<file path="src/hpmc_pkg.sv">
// Summary of operation
// - config byte bit 3 picks standard numbering or re-map mode.
// - standard mode numbers enabled ports in physical order, closing gaps.
// - re-map mode takes numbers and disables from the re-map table input.
// - config byte bit 0 enables string support; bits 7:4 and 2:1 reserved.
// - fixed-port map bits 3..1 flag ports 3..1; bits 7:4 and 0 reserved.
// - self-powered in standard mode, a set off bit 3..1 disables that port.
// - any off combination gives the right count and a packed reordering.
// - the self-powered port disable register resets to zero.
// - bus-powered in standard mode a second off mask does the same, reset 0.
package hpmc_pkg;
    localparam int AXI_ADDR_W = 8;
    localparam int AXI_DATA_W = 32;
    localparam int NUM_PORTS = 3;
    // register indices; byte address is four times the index
    localparam logic [5:0] IDX_HCFG = 6'h08;
    localparam logic [5:0] IDX_FIXMAP = 6'h09;
    localparam logic [5:0] IDX_SPOFF = 6'h0A;
    localparam logic [5:0] IDX_BPOFF = 6'h0B;
    localparam logic [5:0] IDX_STAT = 6'h10;
    // field positions
    localparam int HCFG_REMAP_BIT = 3;
    localparam int HCFG_STRING_BIT = 0;
    localparam int PORT_LSB = 1;
    localparam int PORT_MSB = 3;
    localparam int STAT_NUM_LSB = 0;
    localparam int STAT_EN_LSB = 8;
    localparam int STAT_CNT_LSB = 12;
    localparam int STAT_FIX_LSB = 16;
    localparam int STAT_SP_BIT = 20;
    localparam int STAT_MODE_BIT = 21;
    // writable bits; everything else is reserved
    localparam logic [7:0] HCFG_MASK = 8'h09;
    localparam logic [7:0] PORT_MASK = 8'h0E;
    // reset values
    localparam logic [7:0] HCFG_RST = 8'h00;
    localparam logic [7:0] FIXMAP_RST = 8'h00;
    localparam logic [7:0] SPOFF_RST = 8'h00;
    localparam logic [7:0] BPOFF_RST = 8'h00;
    // bus responses
    localparam logic [1:0] RESP_OKAY = 2'h0;
    localparam logic [1:0] RESP_SLVERR = 2'h2;

    // number of set bits in a three-port mask
    function automatic logic [1:0] hpmc_cnt3(input logic [2:0] v);
        return 2'(v[0]) + 2'(v[1]) + 2'(v[2]);
    endfunction
endpackage

</file>
<file path="src/hpmc_top.sv">
`timescale 1ns/1ps
module hpmc_top (
    input wire logic CORE_CLK,
    input wire logic RST_N,
    input wire logic [hpmc_pkg::AXI_ADDR_W-1:0] S_AXI_AWADDR,
    input wire logic S_AXI_AWVALID,
    output logic S_AXI_AWREADY,
    input wire logic [hpmc_pkg::AXI_DATA_W-1:0] S_AXI_WDATA,
    input wire logic [3:0] S_AXI_WSTRB,
    input wire logic S_AXI_WVALID,
    output logic S_AXI_WREADY,
    output logic [1:0] S_AXI_BRESP,
    output logic S_AXI_BVALID,
    input wire logic S_AXI_BREADY,
    input wire logic [hpmc_pkg::AXI_ADDR_W-1:0] S_AXI_ARADDR,
    input wire logic S_AXI_ARVALID,
    output logic S_AXI_ARREADY,
    output logic [hpmc_pkg::AXI_DATA_W-1:0] S_AXI_RDATA,
    output logic [1:0] S_AXI_RRESP,
    output logic S_AXI_RVALID,
    input wire logic S_AXI_RREADY,
    input wire logic SELF_POWERED,
    input wire logic [2*hpmc_pkg::NUM_PORTS-1:0] REMAP_PORT_NUM,
    output logic RENUMBER_MODE,
    output logic STRING_SUPPORT_EN,
    output logic [hpmc_pkg::NUM_PORTS-1:0] PORT_ENABLED,
    output logic [2*hpmc_pkg::NUM_PORTS-1:0] PORT_REPORTED_NUM,
    output logic [1:0] PORT_COUNT,
    output logic [hpmc_pkg::NUM_PORTS-1:0] FIXED_DEVICE_LOGICAL
);
    import hpmc_pkg::*;

    logic [7:0] hcfg_r;
    logic [7:0] fixmap_r;
    logic [7:0] spoff_r;
    logic [7:0] bpoff_r;
    logic aw_held_r;
    logic w_held_r;
    logic [AXI_ADDR_W-1:0] aw_addr_r;
    logic [7:0] w_data_r;
    logic w_strb_r;
    logic bvalid_r;
    logic [1:0] bresp_r;
    logic rvalid_r;
    logic [1:0] rresp_r;
    logic [AXI_DATA_W-1:0] rdata_r;
    logic sp_meta_r;
    logic sp_sync_r;
    logic mode_r;
    logic string_r;
    logic [2:0] en_r;
    logic [5:0] num_r;
    logic [1:0] cnt_r;
    logic [2:0] fix_r;

    // write channel: address and data are caught separately, in any order
    wire aw_take = S_AXI_AWVALID & S_AXI_AWREADY;
    wire w_take = S_AXI_WVALID & S_AXI_WREADY;
    wire wr_fire = aw_held_r & w_held_r & ~bvalid_r;
    wire [5:0] wr_idx = aw_addr_r[AXI_ADDR_W-1:2];
    wire wr_align = (aw_addr_r[1:0] == 2'h0);
    wire sel_hcfg = wr_align & (wr_idx == IDX_HCFG);
    wire sel_fixmap = wr_align & (wr_idx == IDX_FIXMAP);
    wire sel_spoff = wr_align & (wr_idx == IDX_SPOFF);
    wire sel_bpoff = wr_align & (wr_idx == IDX_BPOFF);
    wire sel_stat = wr_align & (wr_idx == IDX_STAT);
    wire wr_hit = sel_hcfg | sel_fixmap | sel_spoff | sel_bpoff | sel_stat;
    wire wr_en = wr_fire & w_strb_r;

    // no new beat while a response is still waiting for bready
    assign S_AXI_AWREADY = ~aw_held_r & ~bvalid_r;
    assign S_AXI_WREADY = ~w_held_r & ~bvalid_r;
    assign S_AXI_BVALID = bvalid_r;
    assign S_AXI_BRESP = bresp_r;

    always_ff @(posedge CORE_CLK or negedge RST_N) begin
        if (!RST_N) begin
            aw_held_r <= 1'b0;
            aw_addr_r <= '0;
        end else if (aw_take) begin
            aw_held_r <= 1'b1;
            aw_addr_r <= S_AXI_AWADDR;
        end else if (wr_fire) begin
            aw_held_r <= 1'b0;
        end
    end

    // only byte lane 0 carries register bits
    always_ff @(posedge CORE_CLK or negedge RST_N) begin
        if (!RST_N) begin
            w_held_r <= 1'b0;
            w_data_r <= 8'h00;
            w_strb_r <= 1'b0;
        end else if (w_take) begin
            w_held_r <= 1'b1;
            w_data_r <= S_AXI_WDATA[7:0];
            w_strb_r <= S_AXI_WSTRB[0];
        end else if (wr_fire) begin
            w_held_r <= 1'b0;
        end
    end

    // response one cycle after both halves are held
    always_ff @(posedge CORE_CLK or negedge RST_N) begin
        if (!RST_N) begin
            bvalid_r <= 1'b0;
            bresp_r <= RESP_OKAY;
        end else if (wr_fire) begin
            bvalid_r <= 1'b1;
            bresp_r <= wr_hit ? RESP_OKAY : RESP_SLVERR;
        end else if (S_AXI_BREADY) begin
            bvalid_r <= 1'b0;
        end
    end

    // configuration registers; reserved bits masked off on the way in
    always_ff @(posedge CORE_CLK or negedge RST_N) begin
        if (!RST_N) begin
            hcfg_r <= HCFG_RST;
            fixmap_r <= FIXMAP_RST;
            spoff_r <= SPOFF_RST;
            bpoff_r <= BPOFF_RST;
        end else if (wr_en) begin
            if (sel_hcfg) hcfg_r <= w_data_r & HCFG_MASK;
            if (sel_fixmap) fixmap_r <= w_data_r & PORT_MASK;
            if (sel_spoff) spoff_r <= w_data_r & PORT_MASK;
            if (sel_bpoff) bpoff_r <= w_data_r & PORT_MASK;
        end
    end

    // power mode strap arrives from a pin
    always_ff @(posedge CORE_CLK or negedge RST_N) begin
        if (!RST_N) begin
            sp_meta_r <= 1'b0;
            sp_sync_r <= 1'b0;
        end else begin
            sp_meta_r <= SELF_POWERED;
            sp_sync_r <= sp_meta_r;
        end
    end

    // port selection: off-mask depends on how the hub is powered
    wire remap_on = hcfg_r[HCFG_REMAP_BIT];
    wire [2:0] sp_off = spoff_r[PORT_MSB:PORT_LSB];
    wire [2:0] bp_off = bpoff_r[PORT_MSB:PORT_LSB];
    wire [2:0] off_mask = sp_sync_r ? sp_off : bp_off;
    wire [2:0] std_en = ~off_mask;
    wire [2:0] fix_phys = fixmap_r[PORT_MSB:PORT_LSB];
    wire [1:0] num_sel [NUM_PORTS];
    wire [2:0] en_sel;
    wire [2:0] fix_log;
    wire [5:0] num_flat;

    // per physical port: packed number in standard mode, table in re-map
    for (genvar p = 0; p < NUM_PORTS; p++) begin : g_port
        localparam logic [2:0] LOW = 3'((4'h1 << (p + 1)) - 4'h1);
        wire [1:0] std_num = std_en[p] ? hpmc_cnt3(std_en & LOW) : 2'h0;
        wire [1:0] rm_num = REMAP_PORT_NUM[2*p+1:2*p];
        assign num_sel[p] = remap_on ? rm_num : std_num;
        assign en_sel[p] = (num_sel[p] != 2'h0);
        assign num_flat[2*p+1:2*p] = num_sel[p];
    end

    // per reported port: gather the fixed flag of the port mapped onto it
    for (genvar l = 0; l < NUM_PORTS; l++) begin : g_log
        wire [2:0] hit;
        for (genvar q = 0; q < NUM_PORTS; q++) begin : g_match
            assign hit[q] = (num_sel[q] == 2'(l + 1));
        end
        assign fix_log[l] = |(hit & fix_phys);
    end

    // outputs held in flops so the host side sees clean levels
    always_ff @(posedge CORE_CLK or negedge RST_N) begin
        if (!RST_N) begin
            mode_r <= 1'b0;
            string_r <= 1'b0;
            en_r <= 3'h0;
            num_r <= 6'h00;
            cnt_r <= 2'h0;
            fix_r <= 3'h0;
        end else begin
            mode_r <= remap_on;
            string_r <= hcfg_r[HCFG_STRING_BIT];
            en_r <= en_sel;
            num_r <= num_flat;
            cnt_r <= hpmc_cnt3(en_sel);
            fix_r <= fix_log;
        end
    end

    assign RENUMBER_MODE = mode_r;
    assign STRING_SUPPORT_EN = string_r;
    assign PORT_ENABLED = en_r;
    assign PORT_REPORTED_NUM = num_r;
    assign PORT_COUNT = cnt_r;
    assign FIXED_DEVICE_LOGICAL = fix_r;

    // read channel: one outstanding read, answered the next cycle
    wire ar_take = S_AXI_ARVALID & S_AXI_ARREADY;
    wire [5:0] rd_idx = S_AXI_ARADDR[AXI_ADDR_W-1:2];
    wire rd_align = (S_AXI_ARADDR[1:0] == 2'h0);
    // widen each field before shifting so no bit falls off the top
    wire [AXI_DATA_W-1:0] stat_word =
        (32'(sp_sync_r) << STAT_SP_BIT) |
        (32'(mode_r) << STAT_MODE_BIT) |
        (32'(fix_r) << STAT_FIX_LSB) |
        (32'(cnt_r) << STAT_CNT_LSB) |
        (32'(en_r) << STAT_EN_LSB) |
        (32'(num_r) << STAT_NUM_LSB);
    wire rd_hcfg = rd_align & (rd_idx == IDX_HCFG);
    wire rd_fixmap = rd_align & (rd_idx == IDX_FIXMAP);
    wire rd_spoff = rd_align & (rd_idx == IDX_SPOFF);
    wire rd_bpoff = rd_align & (rd_idx == IDX_BPOFF);
    wire rd_stat = rd_align & (rd_idx == IDX_STAT);
    wire rd_hit = rd_hcfg | rd_fixmap | rd_spoff | rd_bpoff | rd_stat;
    wire [AXI_DATA_W-1:0] rd_word =
        rd_hcfg ? {24'h000000, hcfg_r} :
        rd_fixmap ? {24'h000000, fixmap_r} :
        rd_spoff ? {24'h000000, spoff_r} :
        rd_bpoff ? {24'h000000, bpoff_r} :
        rd_stat ? stat_word : 32'h00000000;

    assign S_AXI_ARREADY = ~rvalid_r;
    assign S_AXI_RVALID = rvalid_r;
    assign S_AXI_RDATA = rdata_r;
    assign S_AXI_RRESP = rresp_r;

    always_ff @(posedge CORE_CLK or negedge RST_N) begin
        if (!RST_N) begin
            rvalid_r <= 1'b0;
            rresp_r <= RESP_OKAY;
            rdata_r <= 32'h00000000;
        end else if (ar_take) begin
            rvalid_r <= 1'b1;
            rresp_r <= rd_hit ? RESP_OKAY : RESP_SLVERR;
            rdata_r <= rd_word;
        end else if (S_AXI_RREADY) begin
            rvalid_r <= 1'b0;
        end
    end
endmodule // hpmc_top

</file>
<file path="config.mk">
export PLATFORM = sky130hd
export DESIGN_NAME = hpmc_top
export DESIGN_NICKNAME = d
export VERILOG_FILES = /design/src/hpmc_pkg.sv /design/src/hpmc_top.sv
export SDC_FILE = /design/constraint.sdc
export NUM_CORES = 1
export LEC_CHECK = 0
export CAP_MARGIN = 20
export CORE_UTILIZATION = 50
export CTS_CLUSTER_DIAMETER = 80
export DETAILED_ROUTE_END_ITERATION = 8
export DONT_BUFFER_PORTS = 1
export PLACE_DENSITY = 0.69
export SYNTH_ARGS = -nofsm -noshare
export SYNTH_HDL_FRONTEND = slang
export SYNTH_SLANG_ARGS = --single-unit
</file>
<file path="constraint.sdc">
create_clock -name CORE_CLK -period 3.22 [get_ports CORE_CLK]
set_clock_uncertainty 0.2 [all_clocks]
set_input_delay 0.322 -clock CORE_CLK [delete_from_list [all_inputs] [get_ports CORE_CLK]]
set_output_delay 0.322 -clock CORE_CLK [all_outputs]
set_load 0.02 [all_outputs]
</file>
# Word level (Yosys, flattened, before mapping)
# Cells that the tools add are included.
# W data, S select, Z words.
[op_classes]
eq_ne = 19
n_reduce_logical = 16
bitwise = 39
n_mux = 21
n_addsub = 4
[op_table]
columns = ["cell", "n"]
rows = [
  ["$mux W22", 5],
  ["$eq A6 B4 Y1 const B", 8],
  ["$or A21 B22 Y22", 1],
  ["$or A22 B11 Y22", 1],
  ["$or A22 B14 Y22", 1],
  ["$or A22 B19 Y22", 1],
  ["$or A22 B6 Y22", 1],
  ["$and A1 B1 Y1", 18],
  ["$mux W2", 7],
  ["$reduce_bool A2 Y1", 7],
  ["$eq A2 B2 Y1 const B", 6],
  ["$eq A6 B5 Y1 const B", 2],
  ["$and A3 B3 Y3", 3],
  ["$reduce_or A3 Y1", 3],
  ["$mux W1", 8],
  ["$or A1 B1 Y1", 8],
  ["$reduce_and A2 Y1", 4],
  ["$eq A2 B1 Y1 const B", 3],
  ["$add A1 B1 Y2", 2],
  ["$add A2 B1 Y2", 2],
  ["$logic_not A2 Y1", 2],
  ["$not A1 Y1", 4],
  ["$mux W3", 1],
  ["$not A3 Y3", 1],
]
[word_totals]
wordCells = 121
output_inout_bits = 57
regBits = 82
inputBits = 66

# Depth between registers and ports, before layout
# Gate-level depths: netlist (run 1).
[depth]
ltp_word = 10
mapped_depth = 7
depth_no_buf = 7

# Least setup slack after synthesis (run 1)
# Ideal clock, no wire load.
[synth_path]
path_kind = "reg2reg"
start = "register sp_sync_r"
end = "register cnt_r[0] (netlist: PORT_COUNT[0])"
n_path_buf = 0
setup_ns = 0.136
arrival_time_ns = 2.151
stages_incl_launch_ff = 8
required_ns = 2.884
setup_slack_ns = 0.734
period_less_slack_ns = 2.486
path_cell_list = "dfrtp_1 mux2_2 inv_1 ha_1 xnor2_1 o31ai_1 or2_2 fa_1"
[synth_between]
elab_chain_len = 8
elab_cells_between_ends = 15
classes_between = "add/sub (4); mux (7); bitwise (1); reduce/logical (3)"
[synth_lines]
columns = ["element", "line", "rtl"]
rows = [
  ["from (decl)", "hpmc_top.sv:48", "logic sp_sync_r;"],
  ["from (signal assigned)", "hpmc_top.sv:138", "sp_sync_r <= sp_meta_r;"],
  ["$mux W3 (*)", "hpmc_top.sv:146", "wire [2:0] off_mask = sp_sync_r ? sp_off : bp_off;"],
  ["$not A3 Y3 (*)", "hpmc_top.sv:147", "wire [2:0] std_en = ~off_mask;"],
  ["$add A1 B1 Y2", "hpmc_pkg.sv:46", "return 2'(v[0]) + 2'(v[1]) + 2'(v[2]);"],
  ["$add A2 B1 Y2", "hpmc_pkg.sv:46", ""],
  ["$mux W2 (*)", "hpmc_top.sv:157", "wire [1:0] std_num = std_en[p] ? hpmc_cnt3(std_en & LOW) : 2'h0;"],
  ["$mux W2 (*)", "hpmc_top.sv:159", "assign num_sel[p] = remap_on ? rm_num : std_num;"],
  ["via num_flat[5]", "hpmc_top.sv:152", "wire [5:0] num_flat;"],
  ["$reduce_bool A2 Y1 (*)", "hpmc_top.sv:160", "assign en_sel[p] = (num_sel[p] != 2'h0);"],
  ["via en_sel[2]", "hpmc_top.sv:150", "wire [2:0] en_sel;"],
  ["$add A2 B1 Y2 (*)", "hpmc_pkg.sv:46", ""],
  ["to (signal assigned)", "hpmc_top.sv:187", "cnt_r <= hpmc_cnt3(en_sel);"],
  ["to (decl)", "hpmc_top.sv:53", "logic [1:0] cnt_r;"],
]
# Mark *: on every way through the listed nets, which the timed path passes. The rest lies on a longest branch.
# A chain may end at the register's enable or synchronous reset.

# Final worst setup path (run 1)
# Same ends and word-level chain as after synthesis.

==> reports/metrics.cfg, run 1 <==
[yosys]
synthDominantCellAreaShare_pct = 56.4
synth.most_common_cell = dfrtp_1
synth_top_area_cell = dfrtp_1
synth_top_cells_by_count = dfrtp_1 (64), mux2_2 (26), buf_4 (18)
ys_ff_latch = 64
syn_inst = 230
ys_seq_area_share_pct = 56.4
yosys_warnings = 0
ys_types = 43
synth.area.top_cells = dfrtp_1 (56%), mux2_2 (10%), buf_4 (4.8%)
syn_area_mm2 = 0.00284
avgSynthCellArea_um2 = 12.3
ys.flop_type = dfrtp_1
synth-edff-count = 0
synthArstFlopShare_pct = 100

[clock_tree]
htreeDepth = 3
cts_tree = done
cts_buffers = 9
clock_tree.root_cell = clkbuf_8
clk_pin_slew_ns = 0.06
cts_resized = 0
cts_buffer_depth = 2
worstSkewPairLatency_ns = 0.33
cts.sinks = 64

[worst_setup_path]
critPathCaptureType = flop
start_kind = flop
arrival_ns = 2.77
worstSetupPathType = reg -> reg
cp_max_fo = 5
worst-endpoint-required_ns = 3.22

[timing]
setup_violations = 0
rsz0062_at_grt = false
relSlewSlack_pct = 47.3
finalHoldViolCount = 0
worst_pin_slew_ns = 0.786
fmax_mhz = 362
hold_slack_ns = 0.0262
period_share_pct = 85.9
finalSetupTns_ns = 0
fin_crit_ns = 2.76
slew_viol_final = 0

[floorplan]
num_io_pins = 123
std_cell_rows = 27
dieHeight_um = 77.4
die_w_um = 77.4
die-area_mm2 = 0.00598
core_area_mm2 = 0.00547
start_util_pct = 51.9

[drt]
drt_iter0_markers = 94
wl_per_cell_um = 15.6
vias = 1760
postRouteAntennaNets = 0
vias_per_cell = 5.29
drc = 0
finalWirelength_um = 5200
detail_route.first_pass.iterations = 4

[final_layout]
drive_above_1_share_pct = 19.9
area_growth_pct = 15.3
layout.nets = 326
n_fill_cell = 466
antennaDiodeCount = 0

[flow_run]
maxCapViolCount = 0

[global_routing]
antenna_found_initial = 0
grt_max_degree = 65
grt_pass1_wl_um = 8750
grtUsageTotal_pct = 19.4
gr-total-overflow = 0
grt_pass1_vias = 1784

[place]
place_hpwl_um = 3560
finalWeightedCongestion = 0.710
port_buffers = 0

[power_and_ir_drop]
ir_drop_uv = 511
pwr_density_cell_mw_per_mm2 = 707
p_leak_uw = 0.00144

[min_path]
hp-class = in -> reg

[outcome]
status = complete, no violations

-- registers in the layout, summed over array words and instances (netlist names) --
signal / flops
aw_addr_r: 8
RENUMBER_MODE: 1
S_AXI_BRESP: 1
spoff_r: 3
S_AXI_RRESP: 1
FIXED_DEVICE_LOGICAL: 3
S_AXI_RDATA: 16
S_AXI_RVALID: 1
S_AXI_BVALID: 1
sp_meta_r: 1
w_held_r: 1
PORT_REPORTED_NUM: 6
aw_held_r: 1
PORT_ENABLED: 3
PORT_COUNT: 2
w_data_r: 4
bpoff_r: 3
fixmap_r: 3
w_strb_r: 1
STRING_SUPPORT_EN: 1
sp_sync_r: 1
hcfg_r: 2
-- cell usage in the layout (no fill, tap or decap), drive strengths merged, types with 4 or more instances in the layout --
master and n:
dfrtp 64, mux2 26, dlygate4sd3 20, conb 18, nand2 17, clkbuf 13, a22o 12, o21ai 9
nor2b 6, nor2 6, inv 5, nand2b 5, nand3 5, o31ai 5, a21o 4, nand3b 4
buf 4
-- repair_timing --
| action | 4_1_cts | 5_1_grt |
|---|---|---|
| hold buffers | 21 | 0 |
| endpoints found under the hold margin | 83 | 0 |
| setup buffers | 0 | 0 |
-- final cells by class --
type | count | area (um2) | area share [%]
Clock inverter | 3 | 40.0 | 1.22
Sequential cell | 64 | 1600 | 48.9
Timing Repair Buffer | 24 | 250 | 7.65
Tap cell | 72 | 90.1 | 2.75
Inverter | 5 | 18.8 | 0.573
Clock buffer | 13 | 159 | 4.85
Multi-Input combinational cell | 152 | 1110 | 34.0
-- cells by family after synthesis --
family,count (synthesis),share of synthesized area [%]
flip-flops,64,56.4
AND/OR/NAND/NOR,56,11.2
AO/OA/AOI/OAI,45,12.3
buffers and inverters,31,6.61
multiplexers,28,11.0
adder cells (fa/ha/maj),4,2.03
other,1,0.132
XOR/XNOR,1,0.309
-- worst paths after layout --
kind | start | endpoint | slack [ns] | cells past startpoint
hold reg to reg | sp_meta_r | sp_sync_r | 0.15 | 0
hold / removal | S_AXI_ARADDR[3] | S_AXI_RDATA[1] | 0.03 | 2
setup reg to reg | sp_sync_r | PORT_COUNT[0] | 0.46 | 6
max in group asynchronous | RST_N | sp_sync_r | 2.21 | 2
min in group asynchronous | RST_N | PORT_REPORTED_NUM[0] | 0.36 | 2
setup / recovery | sp_sync_r | PORT_COUNT[0] | 0.46 | 6
-- layer usage --
| metal | vias to the layer above | wire [um] | GRT usage [%] |
|---|---|---|---|
| met5 | - | 0 | 0 |
| met4 | 0 | 42 | 7.92 |
| met3 | 5 | 410 | 9.18 |
| met2 | 65 | 2590 | 31.0 |
| met1 | 858 | 2160 | 22.4 |
| li1 | 832 | - | - |
-- report_power, final --
group | switching, uW | leakage [uW] | internal, uW
sequential | 205 | 0.000801 | 972
combinational | 228 | 0.000540 | 225
clock | 285 | 0.000103 | 398
-- stage by stage --
step	util (%)	instance area, um2	instances	total power, uW	worst slack [ns]
6_report	59.8	3270	333	2310	0.455
5_1_grt	59.8	3270	333	2450	0.290
4_1_cts	59.8	3270	333	2340	0.436
3_5_place_dp	52.0	2850	296	1610	0.448
3_3_place_gp	52.0	2850	296	1590	0.513
2_1_floorplan	-	2900	247	1520	0.734
-- worst max-delay path, stage by stage (launching register included) --
cell and delay [ns]:
dfrtp_1 0.45, mux2_2 0.40, inv_1 0.09, ha_1 0.25
o31ai_1 0.59, or2_2 0.25, fa_1 0.40
Power figures use the tool's default switching activity.
==> run 2, diff against run 1 <==
Settings changed: ABC_AREA set to 1.
==> run 2 against run 1 <==
- via count is 24% higher
- final cell count up 31%
- sequential power about the same
- first-iteration DRC count grew 28%
- routed wire length rose by 17%
- global-route usage is 2.0 points higher
- non-clock buffer count fell by 2
- maximum frequency rose by 5.3%
- critical endpoint unchanged
- highest routed layer unchanged
==> reports/metrics.cfg, run 2 <==
[outcome]
status = complete, no violations

[worst_setup_path]
arrival_ns = 2.64
critPathCaptureType = flop
crit_chain = o21ai_0 > ha_1 > xor2_1 > nand3_1 > nand2_1 > inv_1 > nand2_1 > fa_1
critPathBufInv = 1
crit_slowest_cell = o21ai_0
worst-endpoint-required_ns = 3.24
path_common_cell = nand2_1
worstSetupPathType = reg -> reg
cpPeakStageDelay_ns = 0.49
start_kind = flop
cp_max_fo = 6
critPathTopFamily = adder cells

[place]
port_buffers = 0
place_ws_ns = 0.622
place_inst = 399
place_hpwl_um = 4170
finalWeightedCongestion = 0.816

[drt]
finalWirelength_um = 6090
detail_route.first_pass.iterations = 4
wl_per_cell_um = 14.0
vias = 2178
drt_iter0_markers = 120
vias_per_cell = 5.00
drc = 0
postRouteAntennaNets = 0

[global_routing]
grt_pass1_wl_um = 9980
gr-total-overflow = 0
antenna_found_initial = 0
grt_max_degree = 65
grt_pass1_vias = 2105
grtUsageTotal_pct = 21.4

[yosys]
synth_top_area_cell = dfrtp_1
yosys_warnings = 0
ys_ff_latch = 64
synth_top_cells_by_count = nand2_1 (77), dfrtp_1 (64), inv_1 (35)
synth.area.top_cells = dfrtp_1 (54%), nand2_1 (9.8%), nand3_1 (5.4%)
synth-edff-count = 0
synth.most_common_cell = nand2_1
ys_seq_area_share_pct = 54.1
synthArstFlopShare_pct = 100
ys.flop_type = dfrtp_1
avgSynthCellArea_um2 = 8.91
ys_types = 36
syn_area_mm2 = 0.00296
synthDominantCellAreaShare_pct = 54.1
syn_inst = 332

[floorplan]
core_area_mm2 = 0.00561
dieHeight_um = 78.9
start_util_pct = 52.8
die-area_mm2 = 0.00623
die_w_um = 78.9
std_cell_rows = 27
num_io_pins = 123

[final_layout]
mostFrequentLayoutCells = nand2_1 (77), dfrtp_1 (64), inv_1 (35)
instances_no_fill = 436
n_fill_cell = 506
seqCellArea_mm2 = 0.00160
layout_commonest_cell = nand2_1
layout.nets = 429
largest_reg_flops = 16
drive_above_1_share_pct = 10.2
area_growth_pct = 13.9
multiInputGateArea_mm2 = 0.00112
antennaDiodeCount = 0

[clock_tree]
cts_tree = done
worstSkewPairLatency_ns = 0.34
cts_buffer_depth = 2
cts_buffers = 9
postCtsSetupBuffers = 0
clk_pin_slew_ns = 0.07
htreeDepth = 3
clock_tree.root_cell = clkbuf_8
cts.sinks = 64

[timing]
fin_ws_ns = 0.594
worst_pin_slew_ns = 0.567
relSlewSlack_pct = 61.8
fin_crit_ns = 2.63
fmax_mhz = 381
period_share_pct = 81.6
finalHoldViolCount = 0
rsz0062_at_grt = false
setup_violations = 0
slew_viol_final = 0
finalSetupTns_ns = 0

[power_and_ir_drop]
pwr_density_cell_mw_per_mm2 = 698
ir_drop_uv = 468
p_leak_uw = 0.00173

[flow_run]
maxCapViolCount = 0

[min_path]
hp-class = in -> reg

run 2: changes by cell type after synthesis, moves of 5 or more:
cell	delta
a21oi_1	+6
a22o_1	-12
inv_1	+30
mux2_2	-22
nand2_1	+60
nand2b_1	-5
nand3_1	+27
nand4_1	+5
nor2_1	+26
nor2b_1	-6
o21ai_1	+9
run 2: where the power goes:
group          internal (uW)  switching (uW)  total (uW)
combinational            183             336         519
sequential               988             219        1210
clock                    321             308         629
total                   1490             862        2350
run 2: final cells by class:
cell class	count	share of cell area (%)
tap	72	2.67
sequential	64	47.5
multi-input combinational	224	33.1
timing repair buffer	22	6.98
clock inverter	4	0.854
clock buffer	12	4.60
inverter	38	4.23
run 2: path summary, 6_finish.rpt:
check	from	to	slack [ns]	cells after the start
max in group asynchronous	RST_N	spoff_r[3]	2.22	2
max reg2reg	sp_sync_r	PORT_COUNT[0]	0.59	8
min	REMAP_PORT_NUM[2]	PORT_ENABLED[1]	0.02	2
min reg2reg	sp_meta_r	sp_sync_r	0.18	0
min in group asynchronous	RST_N	S_AXI_RDATA[4]	0.33	2
max	sp_sync_r	PORT_COUNT[0]	0.59	8
run 2: cells by family (layout without fill, tap and decap cells):
family / Yosys count / count (layout) / synth area share (%)
simple gates: 160 / 160 / 24.4
flops: 64 / 64 / 54.1
buf+inv: 61 / 76 / 10.3
compound gates: 35 / 35 / 6.51
mux: 6 / 6 / 2.37
fa+ha+maj: 4 / 4 / 1.95
other cells: 1 / 18 / 0.127
xor+xnor: 1 / 1 / 0.296
run 2: what timing repair did:
action                    4_1_cts  5_1_grt
hold buffers                   21        0
gates resized for setup         0        0
hold endpoints to repair       83        0
run 2: through the flow:
step | total power [uW] | util [%] | instance area, um2 | hold WS [ns]
detailed placement | 1700 | 52.8 | 2960 | -0.171
CTS | 2370 | 60.1 | 3370 | 0.00721
floorplan | 1600 | - | 3020 | -0.174
global placement | 1670 | 52.8 | 2960 | -0.171
finish | 2350 | 60.1 | 3370 | 0.0235
global route | 2490 | 60.1 | 3370 | 0.0269
run 2: layer usage:
layer / part of all wire, % / routed length, um / up-vias / global-route usage, %
li1: - / - / 1081 / -
met1: 43 / 2590 / 1010 / 26.2
met2: 49 / 3010 / 80 / 34.7
met3: 7.0 / 427 / 7 / 8.05
met4: 1.1 / 68 / 0 / 7.45
met5: 0 / 0 / - / 0
==> run 3, diff against run 2 <==
Clock period 3.22 ns to 2.8 ns, I/O delays scaled along.
==> run 3 against run 2 <==
- setup slack got worse by 0.17 ns
- count of clock-buffer cells in the layout decreased by 3
- sequential cell count unchanged
- register-to-register slack got worse by 0.17 ns
- non-clock buffer count increased by 4
- sequential power grew 15%
- critical path depth unchanged
- critical path type unchanged
==> reports/metrics.cfg, run 3 (synthesis gave the netlist of run 2 again) <==
[drt]
drc = 0
detail_route.first_pass.iterations = 4
finalWirelength_um = 5930
wl_per_cell_um = 13.5
drt_iter0_markers = 112
vias_per_cell = 5.01
postRouteAntennaNets = 0
vias = 2206

[place]
port_buffers = 0
finalWeightedCongestion = 0.821
place_ws_ns = 0.399
place_hpwl_um = 4170

[global_routing]
antenna_found_initial = 0
grtUsageTotal_pct = 21.0
grt_pass1_wl_um = 9740
use_met3_pct = 5.40
grt_max_degree = 65
grt_pass1_vias = 2077
gr-total-overflow = 0
grt.busiest_layer = met2
gr-usage-met2_pct = 33.7
grtUsageMet1_pct = 26.5

[timing]
fin_ws_ns = 0.421
setup_violations = 0
fin_crit_ns = 2.38
fmax_mhz = 420
slew_viol_final = 0
finalHoldViolCount = 0
rsz0062_at_grt = false
period_share_pct = 85.0
finalSetupTns_ns = 0

[worst_setup_path]
cp_max_fo = 6
critPathBufInv = 1
arrival_ns = 2.40
crit_slowest_cell = fa_1
start_kind = flop
worst-endpoint-required_ns = 2.82
worst-path-stages = 8
startpoint = sp_sync_r
critPathTopFamily = adder cells
cpPeakStageDelay_ns = 0.47
reg2reg_depth = 8
critPathCaptureType = flop
r2r_start = sp_sync_r
crit_chain = mux2i_1 > ha_1 > xor2_1 > nand3_1 > nand2_1 > inv_1 > nand2_1 > fa_1
worstSetupPathType = reg -> reg
path_common_cell = nand2_1

[outcome]
status = complete, no violations

[flow_run]
maxCapViolCount = 0

[clock_tree]
htreeDepth = 3
cts_buffer_depth = 2
cts_buffers = 9
cts_tree = done
clock_tree.root_cell = clkbuf_8
cts.sinks = 64
worstSkewPairLatency_ns = 0.34
clk_pin_slew_ns = 0.07

[floorplan]
start_util_pct = 52.8
die-area_mm2 = 0.00623
dieHeight_um = 78.9
die_w_um = 78.9
num_io_pins = 123
std_cell_rows = 27
core_area_mm2 = 0.00561

[final_layout]
drive_above_1_share_pct = 10.6
layout_commonest_cell = nand2_1
n_fill_cell = 499
mostFrequentLayoutCells = nand2_1 (77), dfrtp_1 (64), inv_1 (35)
largest_reg_flops = 16
area_growth_pct = 14.8
layout.nets = 433
antennaDiodeCount = 0

[power_and_ir_drop]
p_sw_uw = 1010
ir_drop_uv = 560
pwr-share-comb_pct = 22.8
switching_share_pct = 37.6
p_clk_share_pct = 25.3
pwr_density_cell_mw_per_mm2 = 789
intPower_uw = 1670
p_leak_uw = 0.00174
power_frac_seq_pct = 51.9

[min_path]
hold_start = S_AXI_ARADDR[0]
hp-class = in -> reg
min_delay_path_depth = 4

-- run 3: worst min-delay path: cells and delay by family --
family | cells | cell delay, ns
AOI/OAI and AO/OA | 1 | 0.09
and+or+nand+nor | 3 | 0.15
-- run 3: worst paths after layout --
kind	endpoint	slack [ns]
max	PORT_COUNT[0]	0.42
min	S_AXI_RRESP[1]	0.01
max reg2reg	PORT_COUNT[0]	0.42
min reg2reg	sp_sync_r	0.16
max in group asynchronous	PORT_REPORTED_NUM[3]	1.86
min in group asynchronous	S_AXI_RRESP[1]	0.27
-- run 3: power groups by stage --
stage	logic [uW]	clock network (uW)	registers, uW
floorplan	484	0	1350
global placement	529	0	1400
detailed placement	559	0	1410
CTS	611	701	1390
global route	702	738	1410
finish	611	679	1390
-- run 3: timing repair --
item	in CTS	in global routing
hold buffers	24	0
hold endpoints to repair	89	0
gates resized for setup	0	0
buffers inserted	0	0
-- run 3: cell type report --
type	count	area, um2	area share (%)
Clock inverter	7	47.5	1.40
Inverter	38	143	4.20
Clock buffer	9	124	3.65
Timing Repair Buffer	26	273	8.03
Tap cell	72	90.1	2.65
Multi-Input combinational cell	224	1120	32.9
Sequential cell	64	1600	47.2
-- run 3: per-stage QoR --
step / total power [uW] / instances / util [%] / cell area, um2 / hold slack [ns]
2_1_floorplan: 1840 / 349 / - / 3020 / -0.216
3_3_place_gp: 1930 / 400 / 52.9 / 2970 / -0.213
3_5_place_dp: 1960 / 400 / 52.9 / 2970 / -0.213
4_1_cts: 2700 / 440 / 60.6 / 3400 / 0.00463
5_1_grt: 2850 / 440 / 60.6 / 3400 / 0.0491
6_report: 2680 / 440 / 60.6 / 3400 / 0.0106
-- run 3: metal layers --
layer,routed length [um],share of wire (%)
met4,133,2.2
met3,363,6.1
met2,2890,49
met5,0,0
met1,2540,43
